File: config.mk
export PLATFORM = sky130hd
export DESIGN_NAME = cbs_sequencer
export DESIGN_NICKNAME = d
export VERILOG_FILES = /design/src/logic/cbs_pkg.sv /design/src/logic/cbs_chan_if.sv /design/src/logic/cbs_sequencer.sv /design/src/logic/cbs_channel.sv
export SDC_FILE = /design/constraint.sdc
export NUM_CORES = 1
export LEC_CHECK = 0
export BUFFER_PORTS_ARGS = -buffer_cell sky130_fd_sc_hd__buf_2
export CAP_MARGIN = 40
export CORE_ASPECT_RATIO = 1.2
export CORE_MARGIN = 4
export CORE_UTILIZATION = 64
export CTS_CLUSTER_DIAMETER = 120
export DETAILED_ROUTE_END_ITERATION = 12
export GPL_ROUTABILITY_DRIVEN = 0
export PLACE_DENSITY = 0.85
export SLEW_MARGIN = 20
export SYNTH_ARGS = -nofsm -noshare
export SYNTH_HDL_FRONTEND = slang
export SYNTH_SLANG_ARGS = --single-unit
File: constraint.sdc
create_clock -name ref_clk_i -period 4.8 [get_ports ref_clk_i]
set_input_delay 0.24 -clock ref_clk_i [delete_from_list [all_inputs] [get_ports ref_clk_i]]
set_output_delay 0.24 -clock ref_clk_i [all_outputs]
set_load 0.03 [all_outputs]
File: src/logic/cbs_pkg.sv
/*
 * Shared constants for the complex breakpoint sequencer: channel counts,
 * debug register offsets, field positions, reset values and the fixed
 * priming, qualification and tuple maps.
 * Assumes the debug segment offset is presented as a 16-bit byte offset.
 */
package cbs_pkg;

    // ************************************************************
    // Channel counts and widths.
    // ************************************************************
    localparam int NUM_IBP = 6;
    localparam int NUM_DBP = 2;
    localparam int NUM_BP  = 8;
    localparam int IPC_W   = 8;
    localparam int DPC_W   = 16;
    localparam int ADDR_W  = 16;

    // ************************************************************
    // Register offsets; per-channel registers step by a stride.
    // ************************************************************
    localparam logic [15:0] STOPWATCH_CONTROL_OFS    = 16'h8900;
    localparam logic [15:0] STOPWATCH_COUNT_OFS    = 16'h8908;
    localparam logic [15:0] FEAT_OFS     = 16'h8A00;
    localparam logic [15:0] IPRD_BASE    = 16'h8300;
    localparam logic [15:0] DPRD_BASE    = 16'h84E0;
    localparam logic [15:0] ICTL_BASE    = 16'h8600;
    localparam logic [15:0] IPC_BASE     = 16'h8604;
    localparam logic [15:0] DCTL_BASE    = 16'h8800;
    localparam logic [15:0] DPC_BASE     = 16'h8804;
    localparam logic [15:0] CHAN_STRIDE  = 16'h0020;

    // ************************************************************
    // Field positions and reset values.
    // ************************************************************
    localparam int CTL_CBE_BIT   = 0;
    localparam int CTL_MODE_BIT  = 4;
    localparam int CTL_PCEN_BIT  = 8;
    localparam int CTL_PRIMING_SELECT_LSB = 12;
    localparam int FEAT_FREE_BIT = 0;
    localparam logic [31:0] STOPWATCH_COUNT_RST = 32'h0000_0000;
    localparam logic [31:0] STOPWATCH_CONTROL_VAL = 32'h0000_0083;

    // ************************************************************
    // Fixed maps. Breakpoint index: 0-5 instruction, 6-7 data.
    // ************************************************************
    localparam int PRIME_SRC [NUM_BP][4] = '{
        '{0, 6, 1, 2}, '{0, 6, 0, 2}, '{0, 6, 0, 1}, '{0, 7, 4, 5},
        '{0, 7, 3, 5}, '{0, 7, 3, 4}, '{0, 0, 1, 2}, '{0, 3, 4, 5}};
    localparam logic [31:0] PRIME_DESC [NUM_BP] = '{
        32'h1211_2000, 32'h1210_2000, 32'h1110_2000, 32'h1514_2100,
        32'h1513_2100, 32'h1413_2100, 32'h1211_1000, 32'h1514_1300};
    localparam int QUAL_DBP  [NUM_IBP] = '{0, 0, 0, 1, 1, 1};
    localparam int TUPLE_IBP [NUM_DBP] = '{0, 3};
    localparam int SW_START_IBP = 1;
    localparam int SW_STOP_IBP  = 4;

    typedef enum logic [1:0]
    {
        CBS_SW_STOP = 2'b01,
        CBS_SW_RUN  = 2'b10
    } cbs_sw_state_e;

endpackage

File: src/logic/cbs_chan_if.sv
/*
 * Carrier between the sequencer top and one breakpoint channel.
 * Assumes the top drives all control inputs from its own clock domain.
 */
interface cbs_chan_if #(parameter int CNT_W = 8);
    logic             match;
    logic             retire;
    logic             ctl_wr;
    logic             pc_wr;
    logic [31:0]      wdata;
    logic             prime_in;
    logic             qual_upd;
    logic             qual_val;
    logic             cbe;
    logic             mode;
    logic [1:0]       prime_sel;
    logic [CNT_W-1:0] pc;
    logic             pc_en;
    logic             primed;
    logic             qualified;
    logic             fire;

    modport top (output match, retire, ctl_wr, pc_wr, wdata, prime_in,
                 qual_upd, qual_val,
                 input cbe, mode, prime_sel, pc, pc_en, primed,
                 qualified, fire);
    modport chan (input match, retire, ctl_wr, pc_wr, wdata, prime_in,
                  qual_upd, qual_val,
                  output cbe, mode, prime_sel, pc, pc_en, primed,
                  qualified, fire);
endinterface

File: src/logic/cbs_sequencer.sv
/*
 * Complex breakpoint sequencer top: debug register port, six instruction
 * and two data breakpoint channels, priming routing, tuple and
 * qualification links, and the stopwatch timer.
 * Assumes the comparators present matches for the completing instruction
 * in the same cycle as retire_valid_i, and that trigger enables come from
 * the simple breakpoint registers held elsewhere.
 */
module cbs_sequencer
    import cbs_pkg::*;
(
    input  wire logic                       ref_clk_i,          // Core clk.
    input  wire logic                       reset_i,            // Sync rst.
    input  wire logic [cbs_pkg::ADDR_W-1:0] reg_addr_i,         // Offset.
    input  wire logic [31:0]                reg_wdata_i,        // Wr data.
    input  wire logic                       reg_wr_i,           // Wr strobe.
    input  wire logic                       reg_rd_i,           // Rd strobe.
    output logic [31:0]                     reg_rdata_o,        // Rd data.
    input  wire logic                       retire_valid_i,     // Completes.
    input  wire logic                       retire_exc_i,       // Excepts.
    input  wire logic                       debug_mode_i,       // In debug.
    input  wire logic [cbs_pkg::NUM_IBP-1:0] instr_match_i,     // I compare.
    input  wire logic [cbs_pkg::NUM_DBP-1:0] data_addr_match_i, // D addr.
    input  wire logic [cbs_pkg::NUM_DBP-1:0] data_value_match_i,// D value.
    input  wire logic [cbs_pkg::NUM_IBP-1:0] instr_trig_en_i,   // I trig en.
    input  wire logic [cbs_pkg::NUM_DBP-1:0] data_trig_en_i,    // D trig en.
    output logic [cbs_pkg::NUM_IBP-1:0]     instr_action_o,     // I action.
    output logic [cbs_pkg::NUM_DBP-1:0]     data_action_o,      // D action.
    output logic                            stopwatch_running_o // In run state.
);
    import cbs_pkg::*;

    // ************************************************************
    // Shared signals.
    // ************************************************************
    logic                   retire_ok;
    logic [NUM_BP-1:0]      bp_src;
    logic [NUM_IBP-1:0]     ifire;
    logic [NUM_IBP-1:0]     isrc_en;
    logic [NUM_DBP-1:0]     dfire;
    logic [NUM_DBP-1:0]     dsrc_en;
    logic [NUM_IBP-1:0]     imatch_raw;
    logic [31:0]            ictl_rd [NUM_IBP];
    logic [31:0]            ipc_rd  [NUM_IBP];
    logic [31:0]            dctl_rd [NUM_DBP];
    logic [31:0]            dpc_rd  [NUM_DBP];
    logic [31:0]            read_value;
    logic [31:0]            reg_rdata_reg;
    logic [NUM_IBP-1:0]     instr_action_reg;
    logic [NUM_DBP-1:0]     data_action_reg;
    logic [31:0]            sw_count_reg;
    logic                   sw_free_reg;
    cbs_sw_state_e          sw_state_reg;
    cbs_sw_state_e          sw_state_next;
    logic                   sw_start;
    logic                   sw_stop;

    // An instruction that raises an exception is invisible to all state.
    assign retire_ok  = retire_valid_i && !retire_exc_i;
    assign imatch_raw = instr_match_i;

    // ************************************************************
    // Instruction breakpoint channels.
    // ************************************************************
    for (genvar i = 0; i < NUM_IBP; i++)
    begin : gen_ibp
        localparam logic [15:0] OFS = 16'(i * 32'(CHAN_STRIDE));
        cbs_chan_if #(.CNT_W(IPC_W)) ich ();

        assign ich.match    = imatch_raw[i];
        assign ich.retire   = retire_ok;
        assign ich.ctl_wr   = reg_wr_i && (reg_addr_i == ICTL_BASE + OFS);
        assign ich.pc_wr    = reg_wr_i && (reg_addr_i == IPC_BASE + OFS);
        assign ich.wdata    = reg_wdata_i;
        // Condition zero never primes; others route a fixed source.
        assign ich.prime_in = (ich.prime_sel == 2'd0) ? 1'b0 :
                              bp_src[PRIME_SRC[i][ich.prime_sel]];
        // Fixed qualifier; it only counts if it can itself act.
        assign ich.qual_upd = data_addr_match_i[QUAL_DBP[i]] &&
                              dsrc_en[QUAL_DBP[i]];
        assign ich.qual_val = data_value_match_i[QUAL_DBP[i]];

        assign ifire[i]   = ich.fire;
        assign isrc_en[i] = instr_trig_en_i[i] || ich.cbe;
        // The gated match, not the raw one, is what primes others.
        assign bp_src[i]  = ich.fire && isrc_en[i];
        assign ictl_rd[i] = {16'h0000, 2'b00, ich.prime_sel, 3'b000,
                             ich.pc_en, 3'b000, ich.mode, 3'b000, ich.cbe};
        assign ipc_rd[i]  = {{(32 - IPC_W){1'b0}}, ich.pc};

        cbs_channel #(
            .CNT_W    (IPC_W),
            .HAS_QUAL (1'b1)
        ) u_chan (
            .ref_clk_i (ref_clk_i),
            .reset_i   (reset_i),
            .ch        (ich)
        );
    end

    // ************************************************************
    // Data breakpoint channels.
    // ************************************************************
    for (genvar d = 0; d < NUM_DBP; d++)
    begin : gen_dbp
        localparam logic [15:0] OFS = 16'(d * 32'(CHAN_STRIDE));
        cbs_chan_if #(.CNT_W(DPC_W)) dch ();

        // In tuple mode the fixed instruction comparator must agree too,
        // so the counter, priming and action below all see the AND.
        assign dch.match    = data_addr_match_i[d] &&
                              data_value_match_i[d] &&
                              (!dch.mode ||
                               imatch_raw[TUPLE_IBP[d]]);
        assign dch.retire   = retire_ok;
        assign dch.ctl_wr   = reg_wr_i && (reg_addr_i == DCTL_BASE + OFS);
        assign dch.pc_wr    = reg_wr_i && (reg_addr_i == DPC_BASE + OFS);
        assign dch.wdata    = reg_wdata_i;
        assign dch.prime_in = (dch.prime_sel == 2'd0) ? 1'b0 :
                              bp_src[PRIME_SRC[NUM_IBP + d][dch.prime_sel]];
        assign dch.qual_upd = 1'b0;
        assign dch.qual_val = 1'b0;

        assign dfire[d]   = dch.fire;
        assign dsrc_en[d] = data_trig_en_i[d] || dch.cbe;
        assign bp_src[NUM_IBP + d] = dch.fire && dsrc_en[d];
        assign dctl_rd[d] = {16'h0000, 2'b00, dch.prime_sel, 3'b000,
                             dch.pc_en, 3'b000, dch.mode, 3'b000, dch.cbe};
        assign dpc_rd[d]  = {{(32 - DPC_W){1'b0}}, dch.pc};

        cbs_channel #(
            .CNT_W    (DPC_W),
            .HAS_QUAL (1'b0)
        ) u_chan (
            .ref_clk_i (ref_clk_i),
            .reset_i   (reset_i),
            .ch        (dch)
        );
    end

    // ************************************************************
    // Breakpoint actions.
    // ************************************************************
    // Registering the action makes the break land on the instruction
    // after the match, which is why these exceptions are imprecise.
    always_ff @(posedge ref_clk_i)
    begin
        if (reset_i)
        begin
            instr_action_reg <= '0;
            data_action_reg  <= '0;
        end
        else
        begin
            instr_action_reg <= retire_ok ? ifire : '0;
            data_action_reg  <= retire_ok ? dfire : '0;
        end
    end

    // ************************************************************
    // Stopwatch timer.
    // ************************************************************
    // Only the fixed pair can start and stop it; its own enables gate it.
    assign sw_start = retire_ok && ifire[SW_START_IBP] &&
                      isrc_en[SW_START_IBP];
    assign sw_stop  = retire_ok && ifire[SW_STOP_IBP] &&
                      isrc_en[SW_STOP_IBP];

    // Run state under breakpoint control.
    always_comb
    begin
        sw_state_next = sw_state_reg;
        case (sw_state_reg)
            CBS_SW_STOP:
                if (sw_start)
                    sw_state_next = CBS_SW_RUN;
            CBS_SW_RUN:
                if (sw_stop)
                    sw_state_next = CBS_SW_STOP;
            default:
                sw_state_next = CBS_SW_STOP;
        endcase
    end

    always_ff @(posedge ref_clk_i)
    begin
        if (reset_i)
            sw_state_reg <= CBS_SW_STOP;
        else
            sw_state_reg <= sw_state_next;
    end

    // Mode bit: clear means breakpoint controlled, set means free running.
    always_ff @(posedge ref_clk_i)
    begin
        if (reset_i)
            sw_free_reg <= 1'b0;
        else if (reg_wr_i && (reg_addr_i == FEAT_OFS))
            sw_free_reg <= reg_wdata_i[FEAT_FREE_BIT];
    end

    // Count; a software load wins over the increment in the same cycle.
    always_ff @(posedge ref_clk_i)
    begin
        if (reset_i)
            sw_count_reg <= STOPWATCH_COUNT_RST;
        else if (reg_wr_i && (reg_addr_i == STOPWATCH_COUNT_OFS))
            sw_count_reg <= reg_wdata_i;
        else if ((sw_free_reg || (sw_state_reg == CBS_SW_RUN)) &&
                 !debug_mode_i)
            sw_count_reg <= sw_count_reg + 32'h0000_0001;
    end

    // ************************************************************
    // Register read path.
    // ************************************************************
    // Unmapped offsets read as zero; description registers are constant.
    always_comb
    begin
        read_value = 32'h0000_0000;
        if (reg_addr_i == STOPWATCH_COUNT_OFS)
            read_value = sw_count_reg;
        else if (reg_addr_i == STOPWATCH_CONTROL_OFS)
            read_value = STOPWATCH_CONTROL_VAL;
        else if (reg_addr_i == FEAT_OFS)
            read_value = {31'h0000_0000, sw_free_reg};
        for (int i = 0; i < NUM_IBP; i++)
        begin
            if (reg_addr_i == ICTL_BASE + 16'(i * 32'(CHAN_STRIDE)))
                read_value = ictl_rd[i];
            if (reg_addr_i == IPC_BASE + 16'(i * 32'(CHAN_STRIDE)))
                read_value = ipc_rd[i];
            if (reg_addr_i == IPRD_BASE + 16'(i * 32'(CHAN_STRIDE)))
                read_value = PRIME_DESC[i];
        end
        for (int d = 0; d < NUM_DBP; d++)
        begin
            if (reg_addr_i == DCTL_BASE + 16'(d * 32'(CHAN_STRIDE)))
                read_value = dctl_rd[d];
            if (reg_addr_i == DPC_BASE + 16'(d * 32'(CHAN_STRIDE)))
                read_value = dpc_rd[d];
            if (reg_addr_i == DPRD_BASE + 16'(d * 32'(CHAN_STRIDE)))
                read_value = PRIME_DESC[NUM_IBP + d];
        end
    end

    // Read data is captured on the strobe and held until the next read.
    always_ff @(posedge ref_clk_i)
    begin
        if (reset_i)
            reg_rdata_reg <= 32'h0000_0000;
        else if (reg_rd_i)
            reg_rdata_reg <= read_value;
    end

    // ************************************************************
    // Outputs, all straight from flip-flops.
    // ************************************************************
    assign reg_rdata_o         = reg_rdata_reg;
    assign instr_action_o      = instr_action_reg;
    assign data_action_o       = data_action_reg;
    // One-hot state: the run bit itself is the flip-flop output.
    assign stopwatch_running_o = sw_state_reg[1];
endmodule

File: src/logic/cbs_channel.sv
/*
 * One breakpoint channel: complex control, pass counter, primed state and
 * data qualification state. Produces the gated match that drives actions.
 * Assumes retire is already blocked for exceptional instructions.
 */
module cbs_channel
#(
    parameter int CNT_W    = 8,
    parameter bit HAS_QUAL = 1'b1
)
(
    input  wire logic  ref_clk_i,   // Core clock.
    input  wire logic  reset_i,     // Synchronous reset, high.
    cbs_chan_if.chan   ch           // Link to the top.
);
    import cbs_pkg::*;

    logic prime_ok;
    logic qual_ok;
    logic eligible;

    // ************************************************************
    // Gating of the raw comparator match.
    // ************************************************************
    assign prime_ok = (ch.prime_sel == 2'd0) || ch.primed;
    // Data channels use the mode bit as the tuple bit instead.
    assign qual_ok  = !HAS_QUAL || !ch.mode || ch.qualified;
    assign eligible = ch.match && prime_ok && qual_ok;
    // No action on the match that counts from one to zero.
    assign ch.fire  = eligible && (ch.pc == '0);

    // Complex control fields; all clear at reset so nothing is enabled.
    always_ff @(posedge ref_clk_i)
    begin
        if (reset_i)
        begin
            ch.cbe       <= 1'b0;
            ch.mode      <= 1'b0;
            ch.prime_sel <= 2'd0;
        end
        else if (ch.ctl_wr)
        begin
            ch.cbe       <= ch.wdata[CTL_CBE_BIT];
            ch.mode      <= ch.wdata[CTL_MODE_BIT];
            ch.prime_sel <= ch.wdata[CTL_PRIMING_SELECT_LSB +: 2];
        end
    end

    // Pass counter; a software load takes priority over counting.
    always_ff @(posedge ref_clk_i)
    begin
        if (reset_i)
        begin
            ch.pc    <= '0;
            ch.pc_en <= 1'b0;
        end
        else if (ch.pc_wr)
        begin
            ch.pc    <= ch.wdata[CNT_W-1:0];
            ch.pc_en <= (ch.wdata[CNT_W-1:0] != '0);
        end
        else if (ch.retire && eligible && (ch.pc != '0))
        begin
            ch.pc <= ch.pc - 1'b1;
        end
    end

    // Primed state lives here; a priming event beats a clearing write.
    always_ff @(posedge ref_clk_i)
    begin
        if (reset_i)
            ch.primed <= 1'b0;
        else if (ch.retire && ch.prime_in)
            ch.primed <= 1'b1;
        else if (ch.ctl_wr)
            ch.primed <= 1'b0;
    end

    // Qualified state: a qualifier address match sets or clears it.
    always_ff @(posedge ref_clk_i)
    begin
        if (reset_i)
            ch.qualified <= 1'b0;
        else if (HAS_QUAL && ch.retire && ch.qual_upd)
            ch.qualified <= ch.qual_val;
        else if (ch.ctl_wr)
            ch.qualified <= 1'b0;
    end
endmodule

==> results.sh, run 1 <==
export IMPL_status="finished clean"
export IMPL_largest_reg_flops=48
export IMPL_yosys_area_top_type="dfxtp_1"
export IMPL_grt_max_degree=77
export IMPL_hp_class="in -> reg"
export IMPL_dp_cells=1703
export IMPL_fill_cells=1303
export IMPL_clk_latency_ns=0.52
export IMPL_clockBufferDepth=3
export IMPL_async_flop_share=0
export IMPL_num_rows=53
export IMPL_p_leak_nw=4.59
export IMPL_period_needed_ns=2.80
export IMPL_ys_ff_latch=209
export IMPL_fin_tns_setup_ns=0
export IMPL_diodes=0
export IMPL_layout_nets=1596
export IMPL_syn_num_nets=1527
export IMPL_finalPower_w=0.00383
export IMPL_slew_viol_final=0
export IMPL_vias_per_cell=6.81
export IMPL_synth_cell_types=74
export IMPL_grt_pass1_vias=10820
export IMPL_ant_nets=0
export IMPL_vdd_drop_max_v=0.000214
export IMPL_clock_fmax_mhz=357
export IMPL_setup_viol=0
export IMPL_drive_gt1_frac=0.131
export IMPL_cts_tree="yes"
export IMPL_synth_top_area_frac=0.366
export IMPL_layout_cells_non_filler=1746
export IMPL_routedWlPerCell_um=21.5
export IMPL_power_density_nw_per_um2=296
export IMPL_synth_area_per_cell_um2=7.94
export IMPL_syn_inst=1442
export IMPL_grt_usage=0.364
export IMPL_netlist_top_cells_area="dfxtp_1, nor2_1, a211oi_1, nand2_1, xnor2_1"
export IMPL_hold_viol_final=0
export IMPL_grt_setup_unrepaired="false"
export IMPL_final_common_cell="nor2_1"
export IMPL_drv_cap=0
export IMPL_crit_type="reg -> reg"
export IMPL_place_hpwl_mm=26.6
export IMPL_start_util=0.651
export IMPL_period_share=0.584
export IMPL_fp_dieArea_um2=20100
export IMPL_die_h_um=154
export IMPL_fin_skew_ns=0.0149
export IMPL_crit_arrival_ns=3.21
export IMPL_ys_flop_type="dfxtp_1"
export IMPL_cts_sinks=209
export IMPL_max_flop_register="gen_ibp.u_chan.ch.pc"
export IMPL_htree_levels=1
export IMPL_post_cts_resized=0
export IMPL_drt_drc_violations_left=0
export IMPL_reg2regPathDepth=7
export IMPL_synth_edf_count=0
export IMPL_io_pins=114
export IMPL_end_kind="flip-flop"
export IMPL_cts_root_buf="clkbuf_16"
export IMPL_yosysWarningCount=0
export IMPL_numCtsBuffers=22
export IMPL_drtIter0Drc=1679
export IMPL_area_growth_pct=13.1
export IMPL_start_kind="flip-flop"
export IMPL_coreArea_um2=17600
export IMPL_antenna_found_initial=0
export IMPL_io_buffers=113
export IMPL_regArea_um2=4180
export IMPL_tightest_slew_ns=0.894
export IMPL_cp_required_ns=5.21
export IMPL_vias=11891
export IMPL_grt_pass1_wl_mm=58.9
export IMPL_first_pass_iters=8
export IMPL_holdPathStages=3
export IMPL_multiInputGateArea_um2=6760
export IMPL_syn_area_um2=11400
export IMPL_mostFrequentLayoutCells="nor2_1, dfxtp_1, nand2_1"
export IMPL_relSlewSlack=0.395
export IMPL_die_w_um=130
export IMPL_wl_mm=37.6
export IMPL_crit_fanout=5
export IMPL_path_clk_slew_ns=0.06
export IMPL_gr_total_overflow=0
export IMPL_synth_seq_area_share=0.366
export IMPL_hold_worst_slack_ns=0.0174
[path summary, 6_finish.rpt]
kind	end	from	slack, ns
worst min-delay path	sw_count_reg[27]	reg_wdata_i[27]	0.02
worst max-delay path	gen_ibp[4].u_chan.ch.primed	gen_ibp[1].u_chan.ch.pc[3]	2.00
worst max register to register	gen_ibp[4].u_chan.ch.primed	gen_ibp[1].u_chan.ch.pc[3]	2.00
worst min register to register	reg_rdata_o[30]	reg_rdata_o[30]	0.46
[through the flow]
step | utilization | cell area (µm²) | setup slack (ns)
6_report | 0.736 | 12900 | 2.00
5_1_grt | 0.736 | 12900 | 1.83
4_1_cts | 0.735 | 12900 | 2.06
3_5_place_dp | 0.693 | 12200 | 1.62
3_3_place_gp | 0.685 | 12000 | 1.47
2_1_floorplan | - | 11400 | 2.48
[power breakdown]
group	internal [W]	switching (W)
combinational	0.000105	0.000220
clock	0.00102	0.000708
sequential	0.00175	0.0000222
total	0.00288	0.000951
[timing repair]
item,in CTS,in global routing
setup buffers,0,0
hold endpoints to repair,8,0
hold buffers,2,0
[synthesized netlist by cell type, drive strengths merged (9+ instances only)]
master and number:
xnor2 53, mux2i 11, nor2b 9, o211ai 10, ha 12, a21oi 84, xor2 47, a31oi 9
a211oi 111, or3 12, nand3b 11, and3 13, nor2 234, clkbuf 73, inv 40, a22oi 19
o21ai 18, nand2b 9, nor3 46, or4 9, or4b 9, nand2 127, nand3 69, dfxtp 209
nor4 33, a222oi 11, buf 21, nand4 17
[cell type report]
| class | count | area share |
|---|---|---|
| flip-flops and latches | 209 | 0.323 |
| clock buffers | 36 | 0.0529 |
| well taps | 220 | 0.0213 |
| inverters | 41 | 0.0119 |
| multi-input cells | 1098 | 0.522 |
| repair buffers | 139 | 0.0653 |
| clock inverters | 3 | 0.00309 |
[logic make-up after synthesis]
logic type | count (synthesis) | share of synthesized area
AOI/OAI and AO/OA | 328 | 0.203
buffers and inverters | 135 | 0.0462
muxes | 17 | 0.0155
and+or+nand+nor | 641 | 0.280
adders and majority gates | 12 | 0.0131
DFF | 209 | 0.366
xor gates and xnor gates | 100 | 0.0765
[per-layer routing]
layer | vias to the layer above | global-route usage | part of all wire
li1 | 5386 | - | -
met1 | 5509 | 0.481 | 0.37
met2 | 798 | 0.564 | 0.45
met3 | 198 | 0.0636 | 0.12
met4 | 0 | 0.195 | 0.066
met5 | - | 0 | 0
[worst max-delay path, stage by stage (launching register included)]
cell      delay [ns]
dfxtp_1         0.35
or4_1           0.56
nor3_1          0.68
nor2b_1         0.24
o21a_1          0.30
nor2b_1         0.18
a211oi_1        0.06
o41ai_1         0.33
No activity file was read; power rests on OpenSTA's default activity.
==> inputs of run 2 (changes only) <==
--- a/config.mk
+++ b/config.mk
@@ -9,11 +9,11 @@
 export CAP_MARGIN = 40
 export CORE_ASPECT_RATIO = 1.2
 export CORE_MARGIN = 4
-export CORE_UTILIZATION = 64
+export CORE_UTILIZATION = 54
 export CTS_CLUSTER_DIAMETER = 120
 export DETAILED_ROUTE_END_ITERATION = 12
 export GPL_ROUTABILITY_DRIVEN = 0
-export PLACE_DENSITY = 0.85
+export PLACE_DENSITY = 0.77
 export SLEW_MARGIN = 20
 export SYNTH_ARGS = -nofsm -noshare
 export SYNTH_HDL_FRONTEND = slang
==> constraint.sdc (replaced) <==
create_clock -name ref_clk_i -period 2.5 [get_ports ref_clk_i]
set_input_delay 0.125 -clock ref_clk_i [delete_from_list [all_inputs] [get_ports ref_clk_i]]
set_output_delay 0.125 -clock ref_clk_i [all_outputs]
set_load 0.03 [all_outputs]
==> run 2 against run 1 <==
  * Clock power increased by 89%
  * Critical endpoint is now gen_ibp[5].u_chan.ch.pc[3]
  * Design area increased by 6.3%
  * Cell count increased by 8.0%
  * Combinational power increased by 120%
  * Global-route usage decreased by 3.7 points
  * Largest cell class unchanged
  * First-iteration DRC count decreased by 13%
  * Sequential cell count unchanged
  * Die area increased by 17%
==> results.sh, run 2 (synthesis gave the netlist of run 1 again) <==
export IMPL_layout_cells_non_filler=1886
export IMPL_drt_drc_violations_left=0
export IMPL_diodes=0
export IMPL_final_common_cell="nor2_1"
export IMPL_routedWlPerCell_um=21.0
export IMPL_crit_fanout=6
export IMPL_drv_cap=0
export IMPL_antenna_found_initial=0
export IMPL_stdcell_area_um2=13800
export IMPL_relSlewSlack=0.570
export IMPL_clockBufferDepth=3
export IMPL_grt_usage=0.327
export IMPL_grt_max_degree=105
export IMPL_tightest_slew_ns=0.645
export IMPL_io_pins=114
export IMPL_max_flop_register="gen_ibp.u_chan.ch.pc"
export IMPL_numCtsBuffers=23
export IMPL_crit_arrival_ns=2.81
export IMPL_fp_dieArea_um2=23600
export IMPL_vias_per_cell=6.47
export IMPL_status="finished clean"
export IMPL_dp_cells=1821
export IMPL_die_h_um=167
export IMPL_drive_gt1_frac=0.172
export IMPL_start_kind="flip-flop"
export IMPL_crit_type="reg -> reg"
export IMPL_path_clk_slew_ns=0.06
export IMPL_hp_class="in -> reg"
export IMPL_largest_reg_flops=48
export IMPL_period_share=0.956
export IMPL_period_needed_ns=2.39
export IMPL_place_area_um2=12700
export IMPL_fin_skew_ns=0.0160
export IMPL_die_w_um=141
export IMPL_setup_viol=0
export IMPL_cts_root_buf="clkbuf_16"
export IMPL_gr_total_overflow=0
export IMPL_end_kind="flip-flop"
export IMPL_grt_pass1_wl_mm=62.4
export IMPL_reg2regPathDepth=7
export IMPL_ant_nets=0
export IMPL_place_hpwl_mm=28.1
export IMPL_cts_tree="yes"
export IMPL_holdPathStages=4
export IMPL_r2r_end="gen_ibp[5].u_chan.ch.pc[3]"
export IMPL_io_buffers=113
export IMPL_cp_required_ns=2.92
export IMPL_vias=12204
export IMPL_area_growth_pct=20.2
export IMPL_grt_pass1_vias=11376
export IMPL_min_from="data_addr_match_i[1]"
export IMPL_mostFrequentLayoutCells="nor2_1, dfxtp_1, nand2_1"
export IMPL_clock_fmax_mhz=418
export IMPL_cts_sinks=209
export IMPL_hold_viol_final=0
export IMPL_setup_ws_ns=0.110
export IMPL_first_pass_iters=8
export IMPL_layout_nets=1687
export IMPL_p_leak_nw=5.03
export IMPL_grt_setup_unrepaired="true"
export IMPL_worstHoldEndpoint="gen_ibp[3].u_chan.ch.qualified"
export IMPL_coreArea_um2=20900
export IMPL_vdd_drop_max_v=0.000618
export IMPL_start_util=0.548
export IMPL_wl_mm=39.6
export IMPL_power_density_nw_per_um2=537
export IMPL_place_ws_ns=0.0364
export IMPL_r2r_start="gen_ibp[5].u_chan.ch.pc[2]"
export IMPL_clk_latency_ns=0.52
export IMPL_num_rows=58
export IMPL_slew_viol_final=0
export IMPL_r2r_slack_ns=0.11
export IMPL_drtIter0Drc=1460
export IMPL_htree_levels=1
==> run 2: cell types whose count changed in the layout (fill, tap and decap cells not counted), sizes merged <==
| cell | previous run | this run |
|---|---|---|
| clkbuf | 37 | 35 |
| clkinv | 3 | 4 |
| dlygate4sd3 | 2 | 26 |
| bufinv | 1 | 0 |
| buf | 136 | 203 |
| inv | 40 | 41 |
==> run 2: stage by stage <==
step           TNS [ns]  total power [W]  utilization  hold slack, ns
6_report              0          0.00739        0.658          0.0135
2_1_floorplan         0          0.00383            -           0.287
5_1_grt        -0.00815          0.00761        0.658         0.00414
4_1_cts               0          0.00737        0.656         0.00172
3_3_place_gp          0          0.00411        0.609           0.406
3_5_place_dp          0          0.00412        0.609           0.422
==> run 2: layer usage <==
metal  GRT usage  wire [µm]  vias up
li1            -          -     5577
met1       0.413      14900     5676
met2       0.532      18200      751
met3      0.0594       3950      200
met4       0.167       2510        0
met5           0          0        -
==> run 2: repair_timing <==
action	in CTS	in global routing
gates resized for setup	0	10
hold buffers	26	0
hold endpoints to repair	62	0
setup buffers	0	0
endpoints found under the setup margin	0	24
==> run 2: where the power goes <==
part	total (W)	internal, W	switching (W)
clock	0.00327	0.00189	0.00138
sequential	0.00341	0.00337	0.0000403
combinational	0.000708	0.000265	0.000443
==> run 2: layout make-up <==
type                            count  area [µm²]
Multi-Input combinational cell   1098        6810
Inverter                           41         154
Fill cell                        1741        7140
Tap cell                          270         338
Timing Repair Buffer              229        1560
Clock buffer                       35         691
Clock inverter                      4        27.5
Sequential cell                   209        4180
==> run 2: worst max-delay path by stage <==
stage                          startpoint                          end  slack, ns  depth (start not counted)
2_1_floorplan  gen_ibp[5].u_chan.ch.pc[2]   gen_ibp[5].u_chan.ch.pc[3]       0.21                          7
3_3_place_gp                reg_addr_i[8]               reg_rdata_o[0]       0.12                          9
3_5_place_dp                reg_addr_i[8]               reg_rdata_o[0]       0.04                         10
4_1_cts        gen_dbp[1].u_chan.ch.pc[6]  gen_ibp[4].u_chan.ch.primed       0.05                          6
5_1_grt        gen_dbp[1].u_chan.ch.pc[6]  gen_ibp[4].u_chan.ch.primed     -0.008                          6
6_report       gen_ibp[5].u_chan.ch.pc[2]   gen_ibp[5].u_chan.ch.pc[3]       0.11                          7
==> run 2: worst max-delay path: stages (launching register included) <==
cell      delay [ns]
dfxtp_1         0.35
or4_1           0.57
or4b_1          0.55
nor3b_1         0.19
and3_1          0.25
nand2b_1        0.09
xor2_1          0.07
a211oi_1        0.24
